`src/hw/secp_pkg.sv`:
```
/*
  Shared constants, types and register layout of the serial EEPROM
  command port. Assumes a 20 MHz pclk and a three-wire serial memory
  with byte organisation and nine address bits.
*/
`default_nettype none
package secp_pkg;
  // Register byte addresses
  localparam logic [11:0] ADDR_CMD       = 12'h030;
  localparam logic [11:0] ADDR_DATA      = 12'h034;
  localparam logic [11:0] ADDR_IRQ_STAT  = 12'h0F0;
  localparam logic [11:0] ADDR_IRQ_MASK  = 12'h0F4;
  // Command/status field positions
  localparam int BUSY_BIT   = 31;
  localparam int CMD_HI     = 30;
  localparam int CMD_LO     = 28;
  localparam int TO_BIT     = 10;
  localparam int LOAD_BIT   = 9;
  localparam int ADDR_HI    = 8;
  localparam int DATA_HI    = 7;
  // Interrupt status bits
  localparam int IRQ_DONE   = 0;
  localparam int IRQ_TO     = 1;
  localparam int IRQ_LOAD   = 2;
  // Reset values
  localparam logic [8:0] ADDR_RST = 9'h000;
  localparam logic [7:0] DATA_RST = 8'h00;
  localparam logic [2:0] MASK_RST = 3'h0;
  // Valid image marker at memory address zero
  localparam logic [7:0] SIG_VALID = 8'hA5;
  // Frame lengths in serial clocks
  localparam logic [4:0] HDR_BITS  = 5'h0C;
  localparam logic [4:0] WR_BITS   = 5'h14;
  localparam logic [4:0] RD_BITS   = 5'h15;
  // Timing
  localparam int CLK_HZ          = 20_000_000;
  localparam int SK_HZ           = 1_000_000;
  localparam int SK_DIV          = CLK_HZ / (2 * SK_HZ);
  localparam int TIMEOUT_MS      = 30;
  localparam int TIMEOUT_CYC_DEF = CLK_HZ / 1000 * TIMEOUT_MS;
  // Poll waits until the input synchroniser has refilled
  localparam logic [19:0] POLL_SETTLE = 20'h00002;

  typedef enum logic [2:0] {
    CMD_READ      = 3'h0,
    CMD_WR_DIS    = 3'h1,
    CMD_WR_EN     = 3'h2,
    CMD_WRITE     = 3'h3,
    CMD_WR_ALL    = 3'h4,
    CMD_ERASE     = 3'h5,
    CMD_ERASE_ALL = 3'h6,
    CMD_RELOAD    = 3'h7
  } secp_cmd_e;

  typedef enum logic [3:0] {
    ST_IDLE  = 4'h1,
    ST_SHIFT = 4'h2,
    ST_GAP   = 4'h4,
    ST_POLL  = 4'h8
  } secp_state_e;

  typedef struct packed {
    logic cs;
    logic sk;
    logic dout;
  } secp_pins_s;
endpackage
`default_nettype wire

```
`src/hw/secp_sync.sv`:
```
/*
  Two-flop synchroniser for one level.
  Assumes the input is asynchronous to clk.
*/
`default_nettype none
module secp_sync (
  input  wire logic clk,
  input  wire logic rst_n,
  input  wire logic d,
  output var  logic q
);
  logic meta;

  always_ff @(posedge clk or negedge rst_n) begin
    if (!rst_n) begin
      meta <= 1'b0;
      q    <= 1'b0;
    end else begin
      meta <= d;
      q    <= meta;
    end
  end
endmodule // secp_sync
`default_nettype wire

```
`src/hw/secp_tick.sv`:
```
/*
  Divider making a one-cycle enable pulse every DIV cycles.
  Assumes run is synchronous; the count restarts while run is low.
*/
`default_nettype none
module secp_tick #(
  parameter int DIV = 10
) (
  input  wire logic clk,
  input  wire logic rst_n,
  input  wire logic run,
  output var  logic tick
);
  localparam logic [7:0] LAST = 8'(DIV - 1);
  logic [7:0] cnt;

  always_ff @(posedge clk or negedge rst_n) begin
    if (!rst_n) begin
      cnt  <= 8'h00;
      tick <= 1'b0;
    end else if (!run) begin
      cnt  <= 8'h00;
      tick <= 1'b0;
    end else begin
      tick <= (cnt == LAST);
      cnt  <= (cnt == LAST) ? 8'h00 : cnt + 8'h01;
    end
  end
endmodule // secp_tick
`default_nettype wire

```
`src/hw/secp_top.sv`:
```
/*
  Serial EEPROM command port: APB registers, three-wire serial
  sequencer, response time-out, boot load and interrupt.
  Assumes an APB master on pclk; the serial input pin is asynchronous.
*/
`default_nettype none
// Overview of operation
// - No response in 30 ms aborts to idle
// - Time-out sets sticky flag, host clears
// - Serial input high means no time-out
// - Input high, absent memory: busy clears
// - Only erase and write commands time out
// - Load flag marks valid image loaded
// - Load flag set after boot or reload
// - Nine-bit writable address field, reset zero
// - Address selects one byte location
// - Data register holds one byte
// - Busy set starts command, held until done
// - Three-bit command field decode
// - Reload fails without A5h at zero
// - Busy high from reset until boot load
module secp_top
  import secp_pkg::*;
#(
  parameter int TIMEOUT_CYC = TIMEOUT_CYC_DEF
) (
  input  wire logic        pclk,
  input  wire logic        presetn,
  input  wire logic        psel,
  input  wire logic        penable,
  input  wire logic        pwrite,
  input  wire logic [11:0] paddr,
  input  wire logic [31:0] pwdata,
  output var  logic [31:0] prdata,
  output var  logic        pready,
  output var  logic        pslverr,
  input  wire logic        ee_di,
  output var  secp_pins_s  ee_out,
  output var  logic        irq
);
  localparam logic [19:0] TO_LAST = 20'(TIMEOUT_CYC - 1);

  secp_state_e st;
  secp_cmd_e   run_cmd, next_cmd;
  logic        di_s, tick, wr, wr_cmd, wr_data, busy, boot_pend;
  logic        to_flag, load_flag, phase, sk_rise, sk_fall, frame_end;
  logic        prog, next_prog, poll_done, to_hit, finish, load_ok;
  logic        mapped;
  logic [2:0]  cmd_f, irq_stat, irq_mask, irq_ev;
  logic [8:0]  addr_f, f_addr;
  logic [7:0]  data_f, rx, f_data;
  logic [19:0] tx, tocnt;
  logic [4:0]  bitcnt, nbits, f_n;
  logic [1:0]  f_op;
  logic [31:0] rdata;

  secp_sync u_sync (
    .clk   (pclk),
    .rst_n (presetn),
    .d     (ee_di),
    .q     (di_s)
  );

  secp_tick #(.DIV(SK_DIV)) u_tick (
    .clk   (pclk),
    .rst_n (presetn),
    .run   (st != ST_IDLE),
    .tick  (tick)
  );

  // APB decode
  assign wr      = psel & penable & pready & pwrite;
  assign wr_cmd  = wr & (paddr == ADDR_CMD);
  assign wr_data = wr & (paddr == ADDR_DATA);

  // Sequencer events
  assign sk_rise   = tick & ~phase;
  assign sk_fall   = tick & phase;
  assign frame_end = (st == ST_SHIFT) & sk_fall &
                     (bitcnt == nbits - 5'h01);
  assign prog      = (run_cmd == CMD_WRITE) | (run_cmd == CMD_WR_ALL) |
                     (run_cmd == CMD_ERASE) | (run_cmd == CMD_ERASE_ALL);
  assign poll_done = (st == ST_POLL) & di_s &
                     (tocnt >= POLL_SETTLE);
  assign to_hit    = (st == ST_POLL) & ~di_s & (tocnt == TO_LAST);
  assign finish    = (frame_end & ~prog) | poll_done | to_hit;
  assign load_ok   = finish & (run_cmd == CMD_RELOAD) &
                     (rx == SIG_VALID);
  assign next_cmd  = boot_pend ? CMD_RELOAD : secp_cmd_e'(cmd_f);

  // Frame for the command about to start
  always_comb begin
    next_prog = 1'b0;
    f_op      = 2'b00;
    f_addr    = addr_f;
    f_n       = HDR_BITS;
    case (next_cmd)
      CMD_READ: begin
        f_op = 2'b10;
        f_n  = RD_BITS;
      end
      CMD_WR_DIS: f_addr = 9'h000;
      CMD_WR_EN: f_addr = 9'h180;
      CMD_WRITE: begin
        f_op      = 2'b01;
        f_n       = WR_BITS;
        next_prog = 1'b1;
      end
      CMD_WR_ALL: begin
        f_addr    = 9'h080;
        f_n       = WR_BITS;
        next_prog = 1'b1;
      end
      CMD_ERASE: begin
        f_op      = 2'b11;
        next_prog = 1'b1;
      end
      CMD_ERASE_ALL: begin
        f_addr    = 9'h100;
        next_prog = 1'b1;
      end
      default: begin
        f_op   = 2'b10;
        f_addr = 9'h000;
        f_n    = RD_BITS;
      end
    endcase
    f_data = (f_n == WR_BITS) ? data_f : 8'h00;
    if (next_prog && f_n != WR_BITS) begin
      f_data = 8'h00;
    end
  end

  // Serial sequencer
  always_ff @(posedge pclk or negedge presetn) begin
    if (!presetn) begin
      st      <= ST_IDLE;
      run_cmd <= CMD_READ;
      phase   <= 1'b0;
      bitcnt  <= 5'h00;
      nbits   <= 5'h00;
      tx      <= 20'h00000;
      tocnt   <= 20'h00000;
      ee_out  <= '0;
    end else begin
      case (st)
        ST_IDLE: begin
          if (busy) begin
            st      <= ST_SHIFT;
            run_cmd <= next_cmd;
            tx      <= {1'b1, f_op, f_addr, f_data};
            nbits   <= f_n;
            bitcnt  <= 5'h00;
            phase   <= 1'b0;
            ee_out  <= '{cs: 1'b1, sk: 1'b0, dout: 1'b1};
          end
        end
        ST_SHIFT: begin
          if (sk_rise) begin
            ee_out.sk <= 1'b1;
            phase     <= 1'b1;
          end else if (sk_fall) begin
            ee_out.sk <= 1'b0;
            phase     <= 1'b0;
            if (frame_end) begin
              ee_out.cs   <= 1'b0;
              ee_out.dout <= 1'b0;
              st          <= prog ? ST_GAP : ST_IDLE;
            end else begin
              bitcnt      <= bitcnt + 5'h01;
              tx          <= {tx[18:0], 1'b0};
              ee_out.dout <= tx[18];
            end
          end
        end
        ST_GAP: begin
          if (tick) begin
            ee_out.cs <= 1'b1;
            tocnt     <= 20'h00000;
            st        <= ST_POLL;
          end
        end
        ST_POLL: begin
          if (poll_done || to_hit) begin
            ee_out.cs <= 1'b0;
            st        <= ST_IDLE;
          end else begin
            tocnt <= tocnt + 20'h00001;
          end
        end
        default: st <= ST_IDLE;
      endcase
    end
  end

  // Read data capture on rising serial clock
  always_ff @(posedge pclk or negedge presetn) begin
    if (!presetn) begin
      rx <= 8'h00;
    end else if (st == ST_SHIFT && sk_rise && bitcnt >= HDR_BITS) begin
      rx <= {rx[6:0], di_s};
    end
  end

  // Busy and boot load
  always_ff @(posedge pclk or negedge presetn) begin
    if (!presetn) begin
      busy      <= 1'b1;
      boot_pend <= 1'b1;
    end else if (finish) begin
      busy      <= 1'b0;
      boot_pend <= 1'b0;
    end else if (wr_cmd && !busy && pwdata[BUSY_BIT]) begin
      busy <= 1'b1;
    end
  end

  // Command, address and data fields
  always_ff @(posedge pclk or negedge presetn) begin
    if (!presetn) begin
      cmd_f  <= CMD_READ;
      addr_f <= ADDR_RST;
    end else if (wr_cmd && !busy) begin
      cmd_f  <= pwdata[CMD_HI:CMD_LO];
      addr_f <= pwdata[ADDR_HI:0];
    end
  end

  always_ff @(posedge pclk or negedge presetn) begin
    if (!presetn) begin
      data_f <= DATA_RST;
    end else if (finish && run_cmd == CMD_READ) begin
      data_f <= rx;
    end else if (wr_data && !busy) begin
      data_f <= pwdata[DATA_HI:0];
    end
  end

  // Sticky flags, set wins over clear
  always_ff @(posedge pclk or negedge presetn) begin
    if (!presetn) begin
      to_flag   <= 1'b0;
      load_flag <= 1'b0;
    end else begin
      to_flag   <= (to_flag & ~(wr_cmd & pwdata[TO_BIT])) | to_hit;
      load_flag <= (load_flag & ~(wr_cmd & pwdata[LOAD_BIT])) |
                   load_ok;
    end
  end

  // Interrupt status, mask and output
  assign irq_ev = {load_ok, to_hit, finish};

  always_ff @(posedge pclk or negedge presetn) begin
    if (!presetn) begin
      irq_stat <= 3'h0;
      irq_mask <= MASK_RST;
      irq      <= 1'b0;
    end else begin
      irq_stat <= (irq_stat &
                   ~({3{wr & (paddr == ADDR_IRQ_STAT)}} & pwdata[2:0])) |
                  irq_ev;
      if (wr && paddr == ADDR_IRQ_MASK) begin
        irq_mask <= pwdata[2:0];
      end
      irq <= |(irq_stat & irq_mask);
    end
  end

  // Read mux
  always_comb begin
    mapped = 1'b1;
    rdata  = 32'h00000000;
    if (paddr == ADDR_CMD) begin
      rdata = {busy, cmd_f, 17'h00000, to_flag, load_flag, addr_f};
    end else if (paddr == ADDR_DATA) begin
      rdata = {24'h000000, data_f};
    end else if (paddr == ADDR_IRQ_STAT) begin
      rdata = {29'h00000000, irq_stat};
    end else if (paddr == ADDR_IRQ_MASK) begin
      rdata = {29'h00000000, irq_mask};
    end else begin
      mapped = 1'b0;
    end
  end

  // APB answer one cycle into the access phase
  always_ff @(posedge pclk or negedge presetn) begin
    if (!presetn) begin
      pready  <= 1'b0;
      pslverr <= 1'b0;
      prdata  <= 32'h00000000;
    end else begin
      pready  <= psel & penable & ~pready;
      pslverr <= psel & penable & ~pready & ~mapped;
      if (psel && penable && !pready) begin
        prdata <= pwrite ? 32'h00000000 : rdata;
      end
    end
  end
endmodule // secp_top
`default_nettype wire

```
`config.mk`:
```
export PLATFORM = sky130hd
export DESIGN_NAME = secp_top
export DESIGN_NICKNAME = d
export VERILOG_FILES = /design/src/hw/secp_pkg.sv /design/src/hw/secp_sync.sv /design/src/hw/secp_tick.sv /design/src/hw/secp_top.sv
export SDC_FILE = /design/constraint.sdc
export NUM_CORES = 1
export LEC_CHECK = 0
export BUFFER_PORTS_ARGS = -buffer_cell sky130_fd_sc_hd__buf_2
export CAP_MARGIN = 20
export CELL_PAD_IN_SITES_DETAIL_PLACEMENT = 0
export CELL_PAD_IN_SITES_GLOBAL_PLACEMENT = 2
export CORE_MARGIN = 3
export CORE_UTILIZATION = 36
export CTS_CLUSTER_SIZE = 10
export DETAILED_ROUTE_END_ITERATION = 10
export PLACE_DENSITY = 0.83
export SKIP_CTS_REPAIR_TIMING = 1
export SLEW_MARGIN = 10
export SYNTH_ARGS = -nofsm -noshare
export SYNTH_HDL_FRONTEND = slang
export SYNTH_HIERARCHICAL = 1
export SYNTH_SLANG_ARGS = --single-unit
export TNS_END_PERCENT = 20
```
`constraint.sdc`:
```
create_clock -name pclk -period 2.6 [get_ports pclk]
set_input_delay 0.39 -clock pclk [delete_from_list [all_inputs] [get_ports pclk]]
set_output_delay 0.39 -clock pclk [all_outputs]
set_load 0.005 [all_outputs]
```
==> impl_metrics.csv, run 1 <==
group,metric,value,unit
outcome,status,"finished clean",
global_routing,grt_util_all_layers,16.66,%
place,gp_congestion,0.7928,
logic_synthesis,synth_top_cell_area_share,48.89,%
die,die-area,18960,µm²
final_layout,drive_above_1_share,24.15,%
final_layout,nets,752,
worst_setup_path,crit_chain,"nor4_1 > nand4_1 > or4_1 > nand3_2 > nand4_4 > mux2_2",
place,hpwl,10.81,mm
logic_synthesis,async_flop_share,100.0,%
timing,maxSlewHeadroom,57.87,%
timing,setup_slack,0.1066,ns
worst_setup_path,slowest_stage,"or4_1",
timing,whs,0.07194,ns
die,dieWidth,137.7,µm
timing,final_max_slew_viol_count,0,
logic_synthesis,syn-mean-instance-area,9.992,µm²
logic_synthesis,synth-edff-count,0,
global_routing,use_met3,3.324,%
route,dr.pass1.iters,4,
final_layout,area_delta_synth_final,19.37,%
clock_tree,cts.sinks,125,
die,start_util,37.26,%
clock_tree,cts_made_buffers,17,
worst_setup_path,critical_path.max_fanout,8,
worst_hold_path,hold_start,"ee_di",
timing,hold_viol_final,0,
die,num_rows,47,
final_layout,utilization,44.48,%
logic_synthesis,ys_types,61,
clock_tree,clk_pin_slew_worst_paths,0.06,ns
clock_tree,cts_max_path_buffers,2,
logic_synthesis,ys_seq_area_share,50.15,%
place,port_buffers,53,
worst_setup_path,rr_endpoint,"data_f[6]",
die,io_pins,88,
final_layout,diodes,0,
power,total_power,4.425,mW
route,wire_per_inst,15.76,µm
global_routing,use_met1,21.41,%
timing,finClkSkew,0.009391,ns
worst_setup_path,crit_arrival,2.80,ns
logic_synthesis,synth_common_cells,"dfrtp_1, nor2_1, nand2_1",
route,route.detailed.drc,0,
global_routing,grt_pass1_wl,24.40,mm
timing,worst_slew_pin_slew,0.6320,ns
logic_synthesis,synth_area_leaders,"dfrtp_1, mux2_2, nor2_1, nand2_1, xnor2_1",
global_routing,grt_max_degree,61,
route,vias_per_cell,5.199,
global_routing,grt-busiest-layer,"met2",
timing,period_needed,2.493,ns
logic_synthesis,yosysWarnings,6,
timing,rsz0062_at_grt,"false",
timing,setup-violations-final,0,
route,routed_wl,14.63,mm
clock_tree,cts_tree,"done",
logic_synthesis,synth_flop_cell,"dfrtp_1",
timing,max_freq,0.4011,GHz
worst_setup_path,r2r.worst_path.cells,6,
logic_synthesis,postSynthCellCount,625,
worst_hold_path,hp-class,"input pin to flop",
job,maxCapViolCount,0,
place,dp_slack,0.1346,ns
logic_synthesis,synth.most_common_cell,"dfrtp_1",
global_routing,use_met2,27.44,%
route,drt-initial-drc-count,271,
worst_setup_path,cp.required,2.91,ns
worst_setup_path,crit_end,"data_f[6]",
power,p_per_area,593.5,nW/µm²
clock_tree,cts_max_level,4,
worst_setup_path,regToRegSetupSlack,0.11,ns
clock_tree,clock_latency,0.42,ns
timing,period_share,95.90,%
logic_synthesis,synth.cell_area,6245,µm²
worst_setup_path,startpoint_type,"flop",
route,final_antenna_net_count,0,
global_routing,overflow,0,
global_routing,grt_pass1_vias,4827,
power,leakagePower,3.492,nW
route,vias,4825,
worst_setup_path,startpoint,"tocnt[12]",
worst_setup_path,max_stage_delay,0.61,ns
die,die_y,137.7,µm
timing,fin_setup_tns,0,ns
global_routing,antenna_found_initial,0,
worst_setup_path,cp-end-kind,"flop",
worst_setup_path,rr_startpoint,"tocnt[12]",
die,coreArea,16760,µm²
worst_setup_path,criticalPathCategory,"flop to flop",
power,ir_worst_vdd,0.4662,mV
logic_synthesis,synth_seq_cells,125,
logic_synthesis,yosysTopAreaCell,"dfrtp_1",
clock_tree,root_buffer,"clkbuf_16",
layer usage:
layer	share of wire, %	wire (µm)
met1	46	6740
met3	3.2	475
met4	1.7	255
met5	0	0
met2	49	7159
layout by cell type (no fill, tap or decap), drive strengths merged, types with 4 or more instances in the layout:
cell / count
o21ai: 23
clkinv: 8
nor2: 70
nand4: 12
or3: 8
conb: 17
dfrtp: 122
inv: 24
nor3: 21
mux2i: 4
xor2: 7
ha: 7
nand3: 26
mux2: 39
buf: 79
or4b: 4
nor4b: 6
a21oi: 37
nor4: 13
and2: 6
a22oi: 20
clkbuf: 18
xnor2: 22
nand2: 59
cell type report:
cell class	count	area (µm²)
fill	1629	9305
clock inverter	14	162.7
multi-input combinational	450	2867
clock buffer	18	429.2
inverter	21	78.83
sequential	125	3132
tap	220	275.3
timing repair buffer	80	510.5
kinds of logic (layout without fill, tap and decap cells):
family	Yosys count	in the layout	share of synthesized area (%)
buf+inv	66	133	5.249
flops	125	125	50.15
xor+xnor	29	29	4.067
simple gates	244	244	19.88
mux	43	43	7.674
fa+ha+maj	7	7	1.402
other cells	1	17	0.06005
compound gates	110	110	11.52
flip-flops by register name (all words and copies together), names as in the netlist, 3 cells and up:
register,flops
irq_stat,3
ee_out,3
tocnt,20
bitcnt,5
irq_mask,3
st,4
rx,8
addr_f,9
prdata,15
tx,19
u_tick/cnt,8
run_cmd,3
data_f,8
cmd_f,3
nbits,4
worst min-delay path by stage:
| stage | slack, ns | to | cells after the start |
|---|---|---|---|
| after floorplan | 0.09 | addr_f[0] | 0 |
| after global placement | 0.35 | u_sync/q | 0 |
| after detailed placement | 0.35 | u_sync/q | 0 |
| after CTS | -0.04 | tocnt[14] | 1 |
| after global routing | 0.05 | u_sync/meta | 1 |
| final | 0.07 | u_sync/meta | 1 |
critical path: cells and delay by family, from the launching register on:
family           cells  cell delay [ns]
flip-flops           1             0.42
multiplexers         1             0.34
AND/OR/NAND/NOR      5             1.61
where the power goes:
part	internal (mW)	total, mW	switching [mW]
sequential	1.95	1.96	0.00609
clock	1.43	2.35	0.923
combinational	0.0338	0.113	0.0787
total	3.42	4.42	1.01
through the flow:
step / cell area (µm²) / std cells
after global placement: 6840 / 895
after global routing: 7455 / 928
after detailed placement: 6840 / 895
final: 7455 / 928
after CTS: 7432 / 927
after floorplan: 6305 / 641
Note: power is estimated with default switching activity, not from simulation.
==> run 2: changes to the inputs <==
--- a/config.mk
+++ b/config.mk
@@ -10,14 +10,14 @@
 export CELL_PAD_IN_SITES_DETAIL_PLACEMENT = 0
 export CELL_PAD_IN_SITES_GLOBAL_PLACEMENT = 2
 export CORE_MARGIN = 3
-export CORE_UTILIZATION = 36
+export CORE_UTILIZATION = 37
 export CTS_CLUSTER_SIZE = 10
 export DETAILED_ROUTE_END_ITERATION = 10
-export PLACE_DENSITY = 0.83
+export MAX_ROUTING_LAYER = met4
+export PLACE_DENSITY_LB_ADDON = 0.1
 export SKIP_CTS_REPAIR_TIMING = 1
 export SLEW_MARGIN = 10
 export SYNTH_ARGS = -nofsm -noshare
 export SYNTH_HDL_FRONTEND = slang
-export SYNTH_HIERARCHICAL = 1
 export SYNTH_SLANG_ARGS = --single-unit
 export TNS_END_PERCENT = 20
==> run 2 against run 1 <==
Compared with the run above: global-route usage up 1.2 points; non-clock buffer count up 4; setup slack better by 0.11 ns; clock skew down 0.0022 ns; sequential power about the same; clock power up 9.4%; register-to-register slack better by 0.11 ns; first-iteration DRC count up 24%; die area down 2.9%; area after synthesis down 0.32%; worst hold slack better by 0.0065 ns; clock-buffer cell count up 1; largest power group unchanged.
==> impl_metrics.csv, run 2 <==
group,metric,value,unit
die,coreArea,16170,µm²
die,dieWidth,135.7,µm
timing,period_share,91.74,%
final_layout,layout_commonest_cell,"dfrtp_1",
worst_setup_path,rr_endpoint,"tocnt[9]",
timing,period_needed,2.385,ns
die,io_pins,88,
final_layout,largestRegisters,"tocnt (20), tx (19), prdata (15)",
route,route.detailed.drc,0,
logic_synthesis,synth_compound_area_share,11.12,%
global_routing,grt_max_degree,55,
worst_setup_path,cp-end-kind,"flop",
worst_setup_path,crit_chain,"buf_4 > inv_1 > and3_1 > o22a_1 > nand2_1 > a21o_1 > a21o_1",
outcome,status,"finished clean",
logic_synthesis,synth_flop_cell,"dfrtp_1",
clock_tree,root_buffer,"clkbuf_16",
route,dr.pass1.iters,6,
logic_synthesis,yosysWarnings,0,
die,start_util,38.49,%
logic_synthesis,ys_types,61,
worst_hold_path,hp-class,"input pin to flop",
logic_synthesis,synth_xor_area_share,4.362,%
clock_tree,clk_pin_slew_worst_paths,0.06,ns
worst_setup_path,critical_path.max_fanout,10,
logic_synthesis,async_flop_share,100.0,%
final_layout,multi_input_area,2836,µm²
die,num_rows,46,
logic_synthesis,synthMuxAreaShare,8.161,%
worst_setup_path,path_buf_inv,2,
worst_setup_path,critical_path.top_delay_family,"compound AO/OA/AOI/OAI gates",
worst_setup_path,slowest_stage,"and3_1",
logic_synthesis,synth_top_cell_area_share,49.05,%
clock_tree,cts_tree,"done",
timing,rsz0062_at_grt,"false",
global_routing,overflow,0,
worst_setup_path,cp.depth,7,
timing,maxSlewHeadroom,56.74,%
logic_synthesis,synth_top_family_by_area,"simple AND/OR/NAND/NOR gates",
final_layout,largest_reg_flops,20,
worst_setup_path,startpoint,"st[2]",
worst_setup_path,crit_end,"tocnt[9]",
logic_synthesis,ys_seq_area_share,50.31,%
final_layout,fin_cells,921,
worst_setup_path,cpMostUsedCell,"a21o_1",
logic_synthesis,syn-mean-instance-area,10.06,µm²
route,routed_wl,15.07,mm
logic_synthesis,synth_seq_cells,125,
final_layout,design_area,7492,µm²
worst_setup_path,startpoint_type,"flop",
route,final_antenna_net_count,0,
global_routing,grt_util_all_layers,17.82,%
clock_tree,cts_max_path_buffers,2,
worst_setup_path,crit_arrival,2.69,ns
timing,hold_viol_final,0,
clock_tree,cts_max_level,4,
job,maxCapViolCount,0,
die,die-area,18420,µm²
logic_synthesis,synth.cell_area,6225,µm²
place,port_buffers,53,
die,die_y,135.7,µm
logic_synthesis,yosysTopAreaCell,"dfrtp_1",
worst_setup_path,regToRegSetupSlack,0.21,ns
timing,worst_slew_pin_slew,0.6466,ns
global_routing,grt_pass1_wl,24.98,mm
worst_setup_path,r2r.worst_path.cells,7,
timing,final_max_slew_viol_count,0,
clock_tree,cts_made_buffers,17,
logic_synthesis,synthAdderAreaFrac,1.407,%
final_layout,area_delta_synth_final,20.36,%
route,vias,4722,
clock_tree,clock_latency,0.42,ns
logic_synthesis,synth.most_common_cell,"dfrtp_1",
final_layout,nets,749,
place,place_area,6840,µm²
global_routing,grt_pass1_vias,4831,
place,gp_congestion,0.7963,
power,ir_worst_vdd,0.4636,mV
logic_synthesis,synth_area_leaders,"dfrtp_1, mux2_2, nor2_1, nand2_1, o21ai_0",
final_layout,diodes,0,
final_layout,final_cell_mix,"dfrtp_1, nor2_1, nand2_1",
route,drt-initial-drc-count,336,
timing,setup-violations-final,0,
worst_setup_path,criticalPathCategory,"flop to flop",
place,hpwl,10.82,mm
logic_synthesis,synth-edff-count,0,
final_layout,fillers,1539,
timing,finClkSkew,0.007227,ns
final_layout,seqCellArea,3132,µm²
logic_synthesis,synth_common_cells,"dfrtp_1, nor2_1, nand2_1",
global_routing,antenna_found_initial,0,
power,p_per_area,621.6,nW/µm²
route,wire_per_inst,16.36,µm
final_layout,drive_above_1_share,24.26,%
final_layout,largest-register,"tocnt",
power,leakagePower,3.521,nW
logic_synthesis,postSynthCellCount,619,
route,vias_per_cell,5.127,
worst_setup_path,max_stage_delay,0.43,ns
worst_setup_path,cp.required,2.91,ns
logic_synthesis,yosys.area_share.simple,19.18,%
worst_setup_path,rr_startpoint,"st[2]",
timing,max_freq,0.4193,GHz
place,placed_cells,888,
clock_tree,cts.sinks,125,
## run 2: changes by cell type after synthesis, moves of 4 or more
cell / before / now
o21ai_0: 22 / 36
xnor2_1: 22 / 13
and3_1: 3 / 7
a22oi_1: 20 / 9
or3_1: 8 / 4
mux2i_1: 4 / 8
nor3_1: 21 / 12
a21oi_1: 37 / 17
nand3_1: 25 / 29
a31oi_1: 3 / 12
a22o_1: 1 / 7
nor4_1: 12 / 7
xor2_1: 7 / 18
## run 2: report_power, final
| part | switching, mW | leakage (nW) | internal [mW] |
|---|---|---|---|
| sequential | 0.00744 | 1.71 | 1.96 |
| combinational | 0.0815 | 1.50 | 0.0417 |
| clock | 0.911 | 0.310 | 1.66 |
## run 2: how the worst min path moves through the flow
stage	from	to	slack, ns	cells after the start
3_3_place_gp	u_sync.meta	u_sync.q	0.34	0
4_1_cts	presetn	addr_f[8]	-0.05	1
3_5_place_dp	u_sync.meta	u_sync.q	0.34	0
6_report	ee_di	u_sync.meta	0.08	1
5_1_grt	ee_di	u_sync.meta	0.06	1
2_1_floorplan	presetn	addr_f[0]	0.09	0
## run 2: cell type report
| cell class | count | share of cell area (%) |
|---|---|---|
| multi-input combinational | 445 | 37.86 |
| clock inverter | 13 | 2.522 |
| timing repair buffer | 84 | 7.214 |
| clock buffer | 19 | 6.045 |
| inverter | 19 | 0.9519 |
| tap | 216 | 3.607 |
| sequential | 125 | 41.80 |
## run 2: logic make-up (layout without fill, tap and decap cells)
logic type / Yosys count / in the layout
xor+xnor: 31 / 31
buf+inv: 65 / 135
other cells: 1 / 17
simple gates: 236 / 236
fa+ha+maj: 7 / 7
compound gates: 108 / 108
mux: 46 / 46
flops: 125 / 125
## run 2: layer usage
metal / GRT usage [%] / part of all wire, % / vias up
met3: 4.532 / 3.4 / 12
met2: 28.26 / 48 / 90
met1: 22.98 / 48 / 2315
li1: - / - / 2305
met4: 4.535 / 0.90 / 0
met5: - / 0 / -
## run 2: stage by stage
stage               utilization [%]  total power, mW  setup WS, ns  setup TNS (ns)  hold slack [ns]
CTS                           46.26            4.729        0.1737               0         -0.04967
detailed placement            42.29            2.124      -0.05793         -0.3384           0.3442
finish                        46.33            4.657        0.2148               0          0.07843
floorplan                         -            2.047        0.2384               0          0.09441
global placement              42.29            2.121      0.007001               0           0.3357
global route                  46.33            4.831       0.03553               0          0.05869
==> run 3: changes to the inputs <==
--- a/config.mk
+++ b/config.mk
@@ -9,6 +9,7 @@
 export CAP_MARGIN = 20
 export CELL_PAD_IN_SITES_DETAIL_PLACEMENT = 0
 export CELL_PAD_IN_SITES_GLOBAL_PLACEMENT = 2
+export CORE_ASPECT_RATIO = 1.2
 export CORE_MARGIN = 3
 export CORE_UTILIZATION = 37
 export CTS_CLUSTER_SIZE = 10
@@ -16,7 +17,7 @@
 export MAX_ROUTING_LAYER = met4
 export PLACE_DENSITY_LB_ADDON = 0.1
 export SKIP_CTS_REPAIR_TIMING = 1
-export SLEW_MARGIN = 10
+export SLEW_MARGIN = 20
 export SYNTH_ARGS = -nofsm -noshare
 export SYNTH_HDL_FRONTEND = slang
 export SYNTH_SLANG_ARGS = --single-unit
==> run 3 against run 2 <==
Compared with the run above: the run now ends with hold timing left; via count grew 0.17%; final area shrank 0.42%; clock-buffer cell count grew 2; non-clock buffer count shrank 1; highest routed layer unchanged.
==> impl_metrics.csv, run 3 (synthesized netlist as in run 2, its figures left out) <==
group,metric,value,unit
global_routing,grt_max_degree,47,
worst_setup_path,criticalPathCategory,"flop to flop",
route,dr.pass1.iters,5,
route,route.detailed.drc,0,
global_routing,antenna_found_initial,0,
clock_tree,cts_max_level,4,
worst_setup_path,crit_chain,"or4b_4 > a2111oi_2 > nand3_1 > buf_4 > nand2_2 > nand4_4 > mux2_2",
route,vias,4730,
timing,worst_slew_pin_slew,0.6528,ns
clock_tree,clock_latency,0.42,ns
die,die_y,148.1,µm
worst_setup_path,cp.required,2.90,ns
global_routing,grt_pass1_vias,4806,
power,switchingPower,0.9672,mW
final_layout,diodes,0,
route,routed_wl,15.10,mm
die,num_rows,51,
job,maxCapViolCount,0,
timing,period_share,93.71,%
final_layout,fillers,1598,
power,leakagePower,3.518,nW
global_routing,overflow,0,
final_layout,area_delta_synth_final,19.86,%
final_layout,design_area,7461,µm²
die,coreArea,16340,µm²
timing,maxSlewHeadroom,56.48,%
worst_setup_path,rr_startpoint,"st[0]",
outcome,violations,"hold timing",
worst_setup_path,startpoint,"st[0]",
die,dieWidth,124.4,µm
power,clkPwrFrac,54.8,%
worst_setup_path,cp-end-kind,"flop",
timing,setup-violations-final,0,
worst_hold_path,hp-class,"input pin to asynchronous set/reset pin",
clock_tree,clk_pin_slew_worst_paths,0.06,ns
final_layout,largestRegisters,"tocnt (20), tx (19), prdata (15)",
outcome,status,"finished with violations",
timing,hold_viol_final,5,
final_layout,nets,748,
timing,whs,-0.01321,ns
power,p_per_area,618.5,nW/µm²
power,internal_power,3.648,mW
place,hpwl,11.02,mm
power,ir_worst_vdd,0.3918,mV
worst_setup_path,startpoint_type,"flop",
global_routing,grt_pass1_wl,25.12,mm
worst_setup_path,max_stage_delay,0.57,ns
timing,finClkSkew,0.008152,ns
timing,final_max_slew_viol_count,0,
clock_tree,cts_made_buffers,17,
clock_tree,root_buffer,"clkbuf_16",
place,placed_cells,884,
place,gp_congestion,0.8365,
global_routing,grt_util_all_layers,17.50,%
place,place_area,6835,µm²
final_layout,drive_above_1_share,24.01,%
final_layout,fin_cells,916,
route,final_antenna_net_count,0,
clock_tree,cts_tree,"done",
final_layout,largest_reg_flops,20,
clock_tree,cts_max_path_buffers,2,
final_layout,final_cell_mix,"dfrtp_1, nor2_1, nand2_1",
worst_setup_path,crit_arrival,2.73,ns
die,die-area,18420,µm²
timing,rsz0062_at_grt,"false",
route,wire_per_inst,16.48,µm
timing,fin_setup_tns,0,ns
worst_setup_path,critical_path.max_fanout,11,
power,pwr-share-seq,42.5,%
place,port_buffers,53,
clock_tree,cts.sinks,125,
die,io_pins,88,
timing,period_needed,2.437,ns
die,start_util,38.11,%
worst_setup_path,slowest_stage,"or4b_4",
final_layout,largest-register,"tocnt",
route,vias_per_cell,5.164,
power,comb_power_share,2.7,%
power,p_sw_share,20.96,%
timing,max_freq,0.4104,GHz
route,drt-initial-drc-count,311,
final_layout,layout_commonest_cell,"dfrtp_1",
run 3: changes by cell type in the layout (fill, tap and decap cells not counted), sizes merged:
cell,previous run,this run
clkbuf,19,21
clkinvlp,2,1
dlygate4sd3,1,0
inv,20,19
run 3: path summary, 6_finish.rpt:
check / slack (ns) / cells after the start / endpoint
worst max register to register: 0.16 / 7 / data_f[1]
min in group pclk: 0.07 / 1 / u_sync.meta
max in group asynchronous: 1.91 / 2 / st[0]
worst min register to register: 0.36 / 0 / u_sync.q
worst max-delay path: 0.16 / 7 / data_f[1]
worst min-delay path: -0.01 / 1 / prdata[8]
run 3: area by class of cell:
cell class	instances	area, µm²	area share [%]
sequential	125	3132	41.98
multi-input combinational	445	2836	38.02
timing repair buffer	83	530.5	7.111
clock buffer	21	460.4	6.171
tap	212	265.3	3.555
clock inverter	11	165.2	2.214
inverter	19	71.32	0.9559
run 3: stage by stage:
| step | total power, mW | hold WS, ns | util, % | setup slack [ns] |
|---|---|---|---|---|
| after floorplan | 2.047 | 0.09441 | - | 0.2384 |
| after global placement | 2.122 | 0.3698 | 41.84 | 0.02611 |
| after detailed placement | 2.124 | 0.3669 | 41.84 | -0.03207 |
| after CTS | 4.670 | 0.01109 | 45.67 | 0.1524 |
| after global routing | 4.766 | 0.03455 | 45.67 | 0.01318 |
| final | 4.615 | -0.01321 | 45.67 | 0.1635 |
run 3: power by group through the flow:
stage	Sequential [mW]	Clock [mW]	Combinational (mW)
after global routing	1.96	2.66	0.142
after detailed placement	2.00	0	0.127
after global placement	2.00	0	0.124
after CTS	1.96	2.58	0.127
final	1.96	2.53	0.124
after floorplan	2.00	0	0.0513
run 3: per-layer routing:
layer	global-route usage, %	vias up	wire, µm
met1	21.31	2326	6637
met2	29.11	91	7624
li1	-	2294	-
met5	-	-	0
met4	6.305	0	275
met3	3.520	19	561
run 3: critical path, delay by kind of cell, from the launching register on:
family / cells / cell delay, ns
and+or+nand+nor: 4 / 1.02
DFF: 1 / 0.43
AOI/OAI and AO/OA: 1 / 0.34
muxes: 1 / 0.34
buffers and inverters: 1 / 0.18
